File: src/core/eeprom_pkg.sv
// Shared constants, pin bundle and command states of the serial EEPROM slave.
// Assumes a single 25 MHz system clock that oversamples every serial pin.
package eeprom_pkg;

  // Instruction codes; bit 3 is don't care and is masked before compare
  localparam logic [7:0] OP_MASK = 8'hF7;
  localparam logic [7:0] OP_WREN = 8'h06;
  localparam logic [7:0] OP_WRDI = 8'h04;
  localparam logic [7:0] OP_RDSR = 8'h05;
  localparam logic [7:0] OP_PROTECT_BITS_UPDATE = 8'h01;
  localparam logic [7:0] OP_READ = 8'h03;
  localparam logic [7:0] OP_WRITE = 8'h02;
  localparam logic [7:0] OP_NONE = 8'hFF;

  // Status byte layout
  localparam int STAT_BUSY_BIT = 0;
  localparam int STAT_WEL_BIT = 1;
  localparam int STAT_BP_LSB = 2;
  localparam logic [1:0] BP_RESET = 2'h0;

  localparam int MEM_DEPTH = 256;
  localparam logic [2:0] LAST_BIT = 3'h7;
  // Cycles after reset before the select history reflects the real pin
  localparam logic [1:0] SYNC_FLUSH = 2'h3;

  // Self-timed write time
  localparam int CLK_HZ = 25_000_000;
  localparam int T_WRITE_MS = 5;
  localparam int WRITE_CYCLES_DEF = T_WRITE_MS * (CLK_HZ / 1000);

  typedef struct packed {
    logic sck;
    logic cs_n;
    logic si;
    logic hold_n;
    logic wp_n;
  } pins_s;

  localparam pins_s PINS_IDLE = '{sck: 1'b0, cs_n: 1'b1, si: 1'b0, hold_n: 1'b1, wp_n: 1'b1};

  typedef enum logic [4:0] {
    ST_CMD = 5'h01,
    ST_ADDR = 5'h02,
    ST_RX = 5'h04,
    ST_TX = 5'h08,
    ST_WAIT = 5'h10
  } cmd_e;

endpackage : eeprom_pkg

File: src/core/pin_sync.sv
// Two-flop synchroniser for the bundle of serial pins.
// Assumes the pins are asynchronous to CLK; only the second stage is read outside.
`timescale 1ns/1ps
`default_nettype none
module pin_sync
  import eeprom_pkg::*;
(
  input wire logic CLK,
  input wire logic RSTN,
  input wire eeprom_pkg::pins_s d,
  output var eeprom_pkg::pins_s q
);
  pins_s meta_r;

  for (genvar i = 0; i < $bits(pins_s); i++)
  begin : g_bit
    always_ff @(posedge CLK)
    begin
      if (!RSTN)
      begin
        meta_r[i] <= PINS_IDLE[i];
        q[i] <= PINS_IDLE[i];
      end
      else
      begin
        meta_r[i] <= d[i];
        q[i] <= meta_r[i];
      end
    end
  end

endmodule : pin_sync
`default_nettype wire

File: src/core/eeprom_spi_slave.sv
// Serial EEPROM slave: pin logic, instruction decode, self-timed writes.
// Assumes SCK, CS_N, SI, HOLD_N, WP_N come straight from pins, slower than CLK/4.
`timescale 1ns/1ps
`default_nettype none
module eeprom_spi_slave
  import eeprom_pkg::*;
#(
  parameter int WRITE_CYCLES = WRITE_CYCLES_DEF
)
(
  input wire logic CLK,
  input wire logic RSTN,
  input wire logic SCK,
  input wire logic CS_N,
  input wire logic SI,
  input wire logic HOLD_N,
  input wire logic WP_N,
  output logic SO,
  output logic SO_OE,
  output logic BUSY,
  output logic PROGRAM_ENABLE_LATCH,
  output logic STANDBY
);
  import eeprom_pkg::*;

  pins_s pin_q;
  logic sck_d_r;
  logic cs_d_r;
  logic armed_r;
  logic [1:0] live_r;
  logic tx_live_r;
  logic paused_r;
  logic selected;
  logic active;
  logic rise;
  logic fall;
  logic cs_rise;
  cmd_e state_r;
  cmd_e cmd_nxt;
  logic [2:0] bit_cnt_r;
  logic [7:0] sh_in_r;
  logic [7:0] sh_out_r;
  logic [7:0] opc_r;
  logic [7:0] opc_nxt;
  logic [7:0] addr_r;
  logic [7:0] data_r;
  logic rx_ok_r;
  logic [7:0] byte_in;
  logic [7:0] cmd;
  logic byte_done;
  logic load_en;
  logic [7:0] load_val;
  logic [7:0] rd_addr;
  logic [7:0] status;
  logic so_r;
  logic so_oe_r;
  logic busy_r;
  logic [16:0] wcnt_r;
  logic wr_sr_r;
  logic wel_r;
  logic standby_r;
  logic start_wr;
  logic wr_done;
  logic exec_wren;
  logic exec_wrdi;
  logic [1:0] bp_r;
  logic [7:0] mem [MEM_DEPTH];

  pin_sync u_sync (
    .CLK(CLK),
    .RSTN(RSTN),
    .d(pins_s'{sck: SCK, cs_n: CS_N, si: SI, hold_n: HOLD_N, wp_n: WP_N}),
    .q(pin_q)
  );

  // Edge history of the synchronised clock and select
  always_ff @(posedge CLK)
  begin
    if (!RSTN)
    begin
      sck_d_r <= 1'b0;
      cs_d_r <= 1'b1;
    end
    else
    begin
      sck_d_r <= pin_q.sck;
      cs_d_r <= pin_q.cs_n;
    end
  end

  // Synchroniser reset values would fake a select fall; wait until they are flushed
  always_ff @(posedge CLK)
  begin
    if (!RSTN)
      live_r <= 2'h0;
    else if (live_r != SYNC_FLUSH)
      live_r <= live_r + 2'h1;
  end

  // A falling select arms the port once after reset
  always_ff @(posedge CLK)
  begin
    if (!RSTN)
      armed_r <= 1'b0;
    else if (live_r == SYNC_FLUSH && cs_d_r && !pin_q.cs_n)
      armed_r <= 1'b1;
  end

  assign selected = armed_r && !pin_q.cs_n;
  assign cs_rise = armed_r && pin_q.cs_n && !cs_d_r;

  // Pause is only sampled while the serial clock is low
  always_ff @(posedge CLK)
  begin
    if (!RSTN)
      paused_r <= 1'b0;
    else if (!pin_q.sck)
      paused_r <= selected && !pin_q.hold_n;
  end

  assign active = selected && !paused_r;
  assign rise = active && pin_q.sck && !sck_d_r;
  assign fall = active && !pin_q.sck && sck_d_r;
  assign byte_in = {sh_in_r[6:0], pin_q.si};
  assign cmd = byte_in & OP_MASK;
  assign byte_done = rise && (bit_cnt_r == LAST_BIT);
  assign status = {4'h0, bp_r, wel_r, busy_r};

  // Opcode decode, with protect and enable checks
  always_comb
  begin
    cmd_nxt = ST_WAIT;
    opc_nxt = OP_NONE;
    if (busy_r)
    begin
      if (cmd == OP_RDSR)
      begin
        cmd_nxt = ST_TX;
        opc_nxt = cmd;
      end
    end
    else
    begin
      case (cmd)
        OP_WREN, OP_WRDI:
          opc_nxt = cmd;
        OP_RDSR:
        begin
          cmd_nxt = ST_TX;
          opc_nxt = cmd;
        end
        OP_READ:
        begin
          cmd_nxt = ST_ADDR;
          opc_nxt = cmd;
        end
        OP_WRITE, OP_PROTECT_BITS_UPDATE:
        begin
          if (wel_r && pin_q.wp_n)
          begin
            cmd_nxt = (cmd == OP_WRITE) ? ST_ADDR : ST_RX;
            opc_nxt = cmd;
          end
        end
        default:
          opc_nxt = OP_NONE;
      endcase
    end
  end

  // Input shifter and instruction sequencing
  always_ff @(posedge CLK)
  begin
    if (!RSTN)
    begin
      state_r <= ST_CMD;
      bit_cnt_r <= 3'h0;
      sh_in_r <= 8'h00;
      opc_r <= OP_NONE;
      addr_r <= 8'h00;
      data_r <= 8'h00;
      rx_ok_r <= 1'b0;
    end
    else if (!selected)
    begin
      state_r <= ST_CMD;
      bit_cnt_r <= 3'h0;
      rx_ok_r <= 1'b0;
    end
    else if (rise)
    begin
      sh_in_r <= byte_in;
      bit_cnt_r <= bit_cnt_r + 3'h1;
      rx_ok_r <= 1'b0;
      if (byte_done)
      begin
        case (state_r)
          ST_CMD:
          begin
            state_r <= cmd_nxt;
            opc_r <= opc_nxt;
            rx_ok_r <= (cmd_nxt == ST_WAIT);
          end
          ST_ADDR:
          begin
            addr_r <= (opc_r == OP_READ) ? byte_in + 8'h01 : byte_in;
            state_r <= (opc_r == OP_READ) ? ST_TX : ST_RX;
          end
          ST_RX:
          begin
            data_r <= byte_in;
            rx_ok_r <= 1'b1;
            state_r <= ST_WAIT;
          end
          ST_TX:
          begin
            if (opc_r == OP_READ)
              addr_r <= addr_r + 8'h01;
          end
          default:
            state_r <= ST_WAIT;
        endcase
      end
    end
  end

  // Byte to load into the output shifter at a byte boundary
  always_comb
  begin
    rd_addr = (state_r == ST_ADDR) ? byte_in : addr_r;
    load_en = 1'b0;
    load_val = mem[rd_addr];
    if (byte_done)
    begin
      case (state_r)
        ST_CMD:
          load_en = (cmd_nxt == ST_TX);
        ST_ADDR:
          load_en = (opc_r == OP_READ);
        ST_TX:
          load_en = 1'b1;
        default:
          load_en = 1'b0;
      endcase
      if ((state_r == ST_CMD && cmd_nxt == ST_TX) || (state_r == ST_TX && opc_r == OP_RDSR))
        load_val = status;
    end
  end

  // Output shifter moves on falling serial clock edges
  always_ff @(posedge CLK)
  begin
    if (!RSTN)
    begin
      sh_out_r <= 8'h00;
      so_r <= 1'b0;
    end
    else if (load_en)
      sh_out_r <= load_val;
    else if (fall)
    begin
      so_r <= sh_out_r[7];
      sh_out_r <= {sh_out_r[6:0], 1'b0};
    end
  end

  // Drive returns after a pause once shifting has begun in this frame
  always_ff @(posedge CLK)
  begin
    if (!RSTN)
    begin
      so_oe_r <= 1'b0;
      tx_live_r <= 1'b0;
    end
    else if (!selected)
    begin
      so_oe_r <= 1'b0;
      tx_live_r <= 1'b0;
    end
    else if (paused_r)
      so_oe_r <= 1'b0;
    else if (fall && state_r == ST_TX)
    begin
      so_oe_r <= 1'b1;
      tx_live_r <= 1'b1;
    end
    else if (tx_live_r)
      so_oe_r <= 1'b1;
  end

  assign exec_wren = cs_rise && rx_ok_r && opc_r == OP_WREN;
  assign exec_wrdi = cs_rise && rx_ok_r && opc_r == OP_WRDI;
  assign start_wr = cs_rise && rx_ok_r && !busy_r && wel_r && pin_q.wp_n
    && (opc_r == OP_WRITE || opc_r == OP_PROTECT_BITS_UPDATE);
  assign wr_done = busy_r && wcnt_r == 17'h0_0000;

  // Self-timed write; protect is not looked at once it runs
  always_ff @(posedge CLK)
  begin
    if (!RSTN)
    begin
      busy_r <= 1'b0;
      wcnt_r <= 17'h0_0000;
      wr_sr_r <= 1'b0;
    end
    else if (start_wr)
    begin
      busy_r <= 1'b1;
      wcnt_r <= 17'(WRITE_CYCLES - 1);
      wr_sr_r <= (opc_r == OP_PROTECT_BITS_UPDATE);
    end
    else if (wr_done)
      busy_r <= 1'b0;
    else if (busy_r)
      wcnt_r <= wcnt_r - 17'h0_0001;
  end

  // Block-protect bits take their new value at completion
  always_ff @(posedge CLK)
  begin
    if (!RSTN)
      bp_r <= BP_RESET;
    else if (wr_done && wr_sr_r)
      bp_r <= data_r[STAT_BP_LSB +: 2];
  end

  always_ff @(posedge CLK)
  begin
    if (wr_done && !wr_sr_r)
      mem[addr_r] <= data_r;
  end

  // Program enable latch; protect low wins over everything
  always_ff @(posedge CLK)
  begin
    if (!RSTN)
      wel_r <= 1'b0;
    else if (!pin_q.wp_n)
      wel_r <= 1'b0;
    else if (wr_done || exec_wrdi)
      wel_r <= 1'b0;
    else if (exec_wren)
      wel_r <= 1'b1;
  end

  always_ff @(posedge CLK)
  begin
    if (!RSTN)
      standby_r <= 1'b1;
    else
      standby_r <= !selected && !busy_r;
  end

  assign SO = so_r;
  assign SO_OE = so_oe_r;
  assign BUSY = busy_r;
  assign PROGRAM_ENABLE_LATCH = wel_r;
  assign STANDBY = standby_r;
endmodule : eeprom_spi_slave
`default_nettype wire

File: config.mk
export PLATFORM = sky130hd
export DESIGN_NAME = eeprom_spi_slave
export DESIGN_NICKNAME = d
export VERILOG_FILES = /design/src/core/eeprom_pkg.sv /design/src/core/pin_sync.sv /design/src/core/eeprom_spi_slave.sv
export SDC_FILE = /design/constraint.sdc
export NUM_CORES = 2
export LEC_CHECK = 0
export ABC_CLOCK_PERIOD_IN_PS = 6700
export BUFFER_PORTS_ARGS = -buffer_cell sky130_fd_sc_hd__buf_2
export CAP_MARGIN = 10
export CORE_ASPECT_RATIO = 1.5
export CORE_UTILIZATION = 30
export DETAILED_ROUTE_END_ITERATION = 7
export MAX_ROUTING_LAYER = met4
export PLACE_DENSITY = 0.44
export SKIP_CTS_REPAIR_TIMING = 1
export SLEW_MARGIN = 40
export SYNTH_ARGS = -nofsm -noshare
export SYNTH_HDL_FRONTEND = slang
export SYNTH_SLANG_ARGS = --single-unit
export TNS_END_PERCENT = 20
File: constraint.sdc
create_clock -name CLK -period 6.7 [get_ports CLK]
set_input_delay 1.005 -clock CLK [delete_from_list [all_inputs] [get_ports CLK]]
set_output_delay 1.005 -clock CLK [all_outputs]
set_load 0.02 [all_outputs]
Word-level counts from Yosys, hierarchy flattened
Memories as Yosys holds them, arrays and structs flattened.
Index checks and enable logic that the tools add are counted.
{ "op_classes": {"eq_ne": 23, "add_sub_neg": 5, "bitwise": 7, "reduce_logical": 60, "mux": 32} }
{ "ops": {"columns": ["cell", "n"], "rows": [
  ["$mux W8", 10],
  ["$mux W17", 3],
  ["$pmux W8 S2", 2],
  ["$pmux W5 S3", 2],
  ["$logic_and A1 B1 Y1", 27],
  ["$eq A8 B3 Y1 const B", 3],
  ["$eq A7 B3 Y1 const B", 3],
  ["$logic_not A17 Y1", 1],
  ["$sub A17 B1 Y17 const B", 1],
  ["$add A8 B1 Y8 const B", 2],
  ["$eq A8 B2 Y1 const B", 2],
  ["$mux W5", 3],
  ["$eq A7 B2 Y1 const B", 2],
  ["$reduce_and A2 Y1", 6],
  ["$eq A5 B4 Y1 const B", 2],
  ["$reduce_bool A2 Y1", 5],
  ["$logic_not A1 Y1", 9],
  ["$eq A8 B1 Y1 const B", 1],
  ["$mux W1", 8],
  ["$reduce_and A4 Y1", 2],
  ["$eq A7 B1 Y1 const B", 1],
  ["$not A1 Y1", 7],
  ["$ne A2 B2 Y1 const B", 3],
  ["$reduce_or A3 Y1", 2],
  ["other kinds (17)", 20]
]} }
{ "word_totals": {"register_bits": 90, "ram_bits": 2048, "mem_count": 1, "input_bits": 7, "word_cells": 161} }
{ "mem_list": {"columns": ["memory", "words", "word_bits", "rd", "rd_ports_with_merged_regs", "wr", "line", "rtl"], "rows": [
  ["mem", 256, 8, 1, 0, 1, "eeprom_spi_slave.sv:67", "logic [7:0] mem [MEM_DEPTH];"]
]} }

Longest topological paths before layout
{ "depth": {"ltp_word": 11, "mapped_depth": 16, "ltp_nobuf": 12} }

By module
A second synthesis with hierarchy kept.
{ "hier_totals": {"cells_unflattened": 6192, "area_unflattened_um2": 85868.6} }
{ "by_module_without_submodules": {"columns": ["module", "instances", "area_per_inst_um2", "cells_each"], "rows": [
  ["eeprom_spi_slave", 1, 85605.9, 6172],
  ["pin_sync", 1, 262.8, 20]
]} }

Worst setup path after synthesis
Ideal clock, no wire load.
{ "synth_timing": {"kind": "reg2reg", "startpoint": "reg data_r[2]", "endpoint": "mem mem[0][2] (data pin)", "arrival_ns": 3.413, "slack_ns": 2.429, "setup_time_ns": 0.859, "stages_incl_launch_ff": 1, "required_ns": 5.841, "path_cell_list": "dfxtp_1"} }
{ "synth_lines": {"columns": ["element", "line", "rtl"], "rows": [
  ["start, declared", "eeprom_spi_slave.sv:46", "logic [7:0] data_r;"],
  ["start signal, assigned", "eeprom_spi_slave.sv:211", "data_r <= byte_in;"],
  ["end, declared", "eeprom_spi_slave.sv:67", null]
]} }
No word-level cell before the write port.

Worst setup path in the final report
{ "layout_timing": {"startpoint": "reg state_r[1]", "endpoint": "reg sh_out_r[0]"} }
{ "layout_between": {"elab_chain_len": 6, "word_cells_on_any_way": 14} }
{ "layout_rtl": {"columns": ["element", "line", "rtl"], "rows": [
  ["start, declared", "eeprom_spi_slave.sv:38", "cmd_e state_r;"],
  ["start signal, assigned", "eeprom_spi_slave.sv:200", "state_r <= cmd_nxt;"],
  ["start signal, assigned", "eeprom_spi_slave.sv:207", "state_r <= (opc_r == OP_READ) ? ST_TX : ST_RX;"],
  ["$eq A5 B2 Y1, or another cell as far along", "eeprom_spi_slave.sv:230, eeprom_spi_slave.sv:235", null],
  ["$mux W8 / $logic_and A1 B1 Y1 (equally long branches)", "eeprom_spi_slave.sv:230, eeprom_spi_slave.sv:245", null],
  ["$mem_v2 Z256 W8 / $logic_or A1 B1 Y1 (equally long branches)", null, null],
  ["$mux W8", "eeprom_spi_slave.sv:245", "if ((state_r == ST_CMD && cmd_nxt == ST_TX) || (state_r == ST_TX && opc_r == OP_RDSR))"],
  ["$mux W8", "eeprom_spi_slave.sv:233", "if (byte_done)"],
  ["$mux W8", "eeprom_spi_slave.sv:258", "else if (load_en)"],
  ["end signal, assigned", "eeprom_spi_slave.sv:259", "sh_out_r <= load_val;"],
  ["end signal, assigned", "eeprom_spi_slave.sv:263", "sh_out_r <= {sh_out_r[6:0], 1'b0};"],
  ["end, declared", "eeprom_spi_slave.sv:42", "logic [7:0] sh_out_r;"]
]} }
Parallel ways exist; a longest one is shown, timed or not.
A chain may end at the register's enable or synchronous reset.

==> impl_metrics.xml <==
<?xml version="1.0" encoding="UTF-8"?>
<metrics>
  <group name="layout">
    <metric name="area_delta_synth_final" unit="%">15.3</metric>
    <metric name="final_cell_mix" unit="">sky130_fd_sc_hd__edfxtp_1 (2048), sky130_fd_sc_hd__nand2_1 (1053), sky130_fd_sc_hd__a21oi_1 (372), sky130_fd_sc_hd__mux2i_1 (351), sky130_fd_sc_hd__nand3_1 (215)</metric>
    <metric name="num-nets-final" unit="">6139</metric>
    <metric name="layout.core_utilization" unit="%">34.8</metric>
    <metric name="layout.cells.most_common" unit="">sky130_fd_sc_hd__edfxtp_1</metric>
    <metric name="drive_gt1_share" unit="%">13.9</metric>
  </group>
  <group name="clock_network">
    <metric name="cts.path.max_buffers" unit="">4</metric>
    <metric name="root_buffer" unit="">sky130_fd_sc_hd__clkbuf_16</metric>
    <metric name="cts_tree" unit="">yes</metric>
    <metric name="h_tree_levels" unit="">4</metric>
    <metric name="cts-buffers-inserted" unit="">206</metric>
    <metric name="clock-sinks" unit="">2138</metric>
    <metric name="worst_skew_pair.late_latency" unit="ps">900</metric>
    <metric name="register_clock_pin_slew_on_the_reported_worst_setup_and_hold_paths" unit="ps">70</metric>
  </group>
  <group name="sta">
    <metric name="final-max-slew-violation-count" unit="">0</metric>
    <metric name="report.final.hold_viol_count" unit="">0</metric>
    <metric name="worst_relative_slew_slack" unit="%">31.2</metric>
    <metric name="tcrit_tclk_final" unit="%">81.7</metric>
    <metric name="max_clock_freq" unit="MHz">183</metric>
    <metric name="setup_viol_count_final" unit="">0</metric>
    <metric name="hold-worst-slack" unit="ps">292</metric>
    <metric name="worst_slack" unit="ps">1220</metric>
    <metric name="finalClockSkew" unit="ps">53.1</metric>
    <metric name="fin_crit" unit="ps">5480</metric>
    <metric name="finalSetupTns" unit="ps">0</metric>
    <metric name="grt_setup_unrepaired" unit="">no</metric>
    <metric name="max_slew.worst_pin.slew" unit="ps">1030</metric>
  </group>
  <group name="logic_synthesis">
    <metric name="synth.yosys.warnings" unit="">0</metric>
    <metric name="yosys.area.top_type" unit="">sky130_fd_sc_hd__edfxtp_1</metric>
    <metric name="synthDominantCellAreaShare" unit="%">72.0</metric>
    <metric name="syn_nets" unit="">6051</metric>
    <metric name="post_synth_num_cell_types" unit="">82</metric>
    <metric name="syn_area" unit="um^2">85400</metric>
    <metric name="portion_of_the_post_synthesis_area_used_by_sequential_elements" unit="%">74.1</metric>
    <metric name="synth-edff-count" unit="">2048</metric>
    <metric name="syn_area_cell" unit="um^2">14.2</metric>
    <metric name="postSynth.topFlopCell" unit="">sky130_fd_sc_hd__edfxtp_1</metric>
    <metric name="synth_seq_cells" unit="">2138</metric>
    <metric name="synthCells" unit="">6032</metric>
    <metric name="yosys-top-cells-area" unit="">sky130_fd_sc_hd__edfxtp_1 (72%), sky130_fd_sc_hd__nand2_1 (4.8%), sky130_fd_sc_hd__mux2i_1 (4.2%)</metric>
    <metric name="synth_async_sr_flop_share" unit="%">0</metric>
  </group>
  <group name="worst_setup_path">
    <metric name="worstPathCellList" unit="">nor3b_2, nand3_1, a22oi_2, buf_12, buf_4, a31oi_1, a311oi_1, nor4b_1, buf_4, a31oi_1, a31oi_1, o21ai_1</metric>
    <metric name="critPathTopFamily" unit="">simple AND/OR/NAND/NOR gates</metric>
    <metric name="crit_path_max_fanout" unit="">36</metric>
    <metric name="cp_num_buf_inv" unit="">3</metric>
    <metric name="timing.critical_path.required" unit="ps">7430</metric>
    <metric name="crit_path_launch_type" unit="">flip-flop</metric>
    <metric name="critPathCaptureType" unit="">flip-flop</metric>
    <metric name="cp_slowest_cell" unit="">sky130_fd_sc_hd__nor4b_1</metric>
    <metric name="critical_path_arrival" unit="ps">6210</metric>
    <metric name="timing.critical_path.mode_cell" unit="">sky130_fd_sc_hd__a31oi_1</metric>
    <metric name="path_class" unit="">flip-flop to flip-flop</metric>
    <metric name="critPathMaxStageDelay" unit="ps">740</metric>
  </group>
  <group name="detailed_routing">
    <metric name="route.detailed.vias_per_inst" unit="">5.54</metric>
    <metric name="drt_pass_1_iters" unit="">8</metric>
    <metric name="num_vias" unit="">55600</metric>
    <metric name="antenna_left" unit="">0</metric>
    <metric name="drc_errors" unit="">4</metric>
    <metric name="drt_first_iter_violations" unit="">6104</metric>
    <metric name="drt-wirelength-per-cell" unit="um">34.6</metric>
    <metric name="postRouteWirelength" unit="um">348000</metric>
  </group>
  <group name="flow_run">
    <metric name="drv.max_cap_violation_count" unit="">0</metric>
  </group>
  <group name="die">
    <metric name="start_util" unit="%">30.2</metric>
    <metric name="core_area" unit="um^2">283000</metric>
    <metric name="pin_count" unit="">12</metric>
    <metric name="dieHeight" unit="um">655</metric>
    <metric name="placementRows" unit="">239</metric>
    <metric name="dieArea" unit="um^2">287000</metric>
    <metric name="chipWidth" unit="um">438</metric>
  </group>
  <group name="outcome">
    <metric name="violations" unit="">design-rule violations</metric>
    <metric name="status" unit="">complete, but fails checks</metric>
  </group>
  <group name="pwr">
    <metric name="static-leakage-power" unit="nW">32.2</metric>
    <metric name="power-per-cell-area" unit="nW/um^2">262</metric>
    <metric name="vdd_drop_max" unit="mV">0.188</metric>
    <metric name="power.total" unit="mW">25.8</metric>
  </group>
  <group name="placement">
    <metric name="hpwl" unit="um">219000</metric>
    <metric name="place_congestion" unit="">0.894</metric>
    <metric name="detailedPlace.worstSlack" unit="ps">1390</metric>
    <metric name="port_buffer_count" unit="">11</metric>
  </group>
  <group name="grt">
    <metric name="number_of_antenna_violations_at_the_first_check_in_global_routing" unit="">17</metric>
    <metric name="pin_count_of_the_biggest_net_entering_global_routing" unit="">162</metric>
    <metric name="grt.met2_usage" unit="%">41.1</metric>
    <metric name="global_routing_met3_resource_utilization" unit="%">3.37</metric>
    <metric name="grt_use_met1" unit="%">28.4</metric>
    <metric name="number_of_global_route_vias_before_repair" unit="">54100</metric>
    <metric name="overflow" unit="">0</metric>
    <metric name="track_usage" unit="%">24.4</metric>
    <metric name="top_usage_layer" unit="">met2</metric>
    <metric name="grt_first_pass_wirelength" unit="um">472000</metric>
  </group>
  <group name="worst_hold_path">
    <metric name="holdCritPathClass" unit="">input port to flip-flop</metric>
  </group>
</metrics>
kinds of logic (layout without fill, tap and decap cells):
family | Yosys count | in the layout | synth area share (%)
adder cells (fa/ha/maj) | 12 | 12 | 0.176
XOR/XNOR | 22 | 22 | 0.226
multiplexers | 397 | 397 | 5.13
flip-flops | 2138 | 2138 | 74.1
other | 0 | 17 | 0
buffers and inverters | 407 | 654 | 2.08
AND/OR/NAND/NOR | 2004 | 2004 | 10.3
AO/OA/AOI/OAI | 1052 | 1052 | 7.98
sequential cells by signal, indices dropped and copies added, names as in the netlist, 2 cells and up:
name,count
data_r,8
live_r,2
opc_r,8
sh_in_r,7
mem,2048
u_sync.q,5
wcnt_r,17
u_sync.meta_r,5
bit_cnt_r,3
bp_r,2
state_r,5
addr_r,8
sh_out_r,8
report_power, final:
group          internal [mW]  switching [mW]
sequential              14.4         0.00497
clock                   6.14            5.23
combinational         0.0135          0.0174
total                   20.6            5.25
cell usage after synthesis (16+ instances only):
cell / instances
sky130_fd_sc_hd__nor4_1: 62
sky130_fd_sc_hd__dfxtp_1: 90
sky130_fd_sc_hd__o22ai_1: 97
sky130_fd_sc_hd__and3_1: 89
sky130_fd_sc_hd__clkbuf_1: 206
sky130_fd_sc_hd__a211oi_1: 70
sky130_fd_sc_hd__mux4_2: 31
sky130_fd_sc_hd__a21oi_1: 377
sky130_fd_sc_hd__a22oi_1: 87
sky130_fd_sc_hd__a32oi_1: 43
sky130_fd_sc_hd__nand3_1: 217
sky130_fd_sc_hd__a31oi_1: 95
sky130_fd_sc_hd__nor3_1: 35
sky130_fd_sc_hd__mux2i_1: 355
sky130_fd_sc_hd__a2111oi_0: 19
sky130_fd_sc_hd__buf_1: 45
sky130_fd_sc_hd__o221ai_1: 26
sky130_fd_sc_hd__buf_2: 130
sky130_fd_sc_hd__o2111ai_1: 17
sky130_fd_sc_hd__o21ai_0: 69
sky130_fd_sc_hd__a311oi_1: 28
sky130_fd_sc_hd__a21boi_0: 17
sky130_fd_sc_hd__and2_1: 16
sky130_fd_sc_hd__nand4_1: 58
sky130_fd_sc_hd__nor2_1: 344
sky130_fd_sc_hd__nand2_1: 1081
sky130_fd_sc_hd__edfxtp_1: 2048
sky130_fd_sc_hd__nor2b_1: 25
path summary, 6_finish.rpt:
check	end	slack, ps	cells past startpoint	start
max	sh_out_r[0]	1220	12	state_r[1]
min	u_sync.meta_r[3]	290	2	CS_N
max reg2reg	sh_out_r[0]	1220	12	state_r[1]
min reg2reg	u_sync.q[3]	420	1	u_sync.meta_r[3]
layer usage:
layer,up-vias,routed length [um]
li1,23200,-
met1,29300,131000
met2,2439,174000
met3,680,21800
met4,0,20000
met5,-,0
worst register-to-register path, delay by kind of cell (launching register included):
kind / cells / cell delay, ps
and+or+nand+nor: 3 / 2080
AOI/OAI and AO/OA: 6 / 1710
buffers and inverters: 3 / 1100
DFF: 1 / 460
per-stage QoR:
step           instance area (um^2)  std cells
2_1_floorplan                 85400       6032
3_3_place_gp                  91100       9624
3_5_place_dp                  91900       9642
4_1_cts                       98100      10000
5_1_grt                       98400      10000
6_report                      98400      10000
area by class of cell:
cell class / count / area (um^2)
diodes: 17 / 42.5
fillers: 27400 / 184000
multi-input cells: 3487 / 21400
flip-flops and latches: 2138 / 63300
repair buffers: 276 / 2780
clock inverters: 102 / 783
inverters: 11 / 41.3
well taps: 3735 / 4670
clock buffers: 265 / 5440
Note: power is estimated with default switching activity, not from simulation.
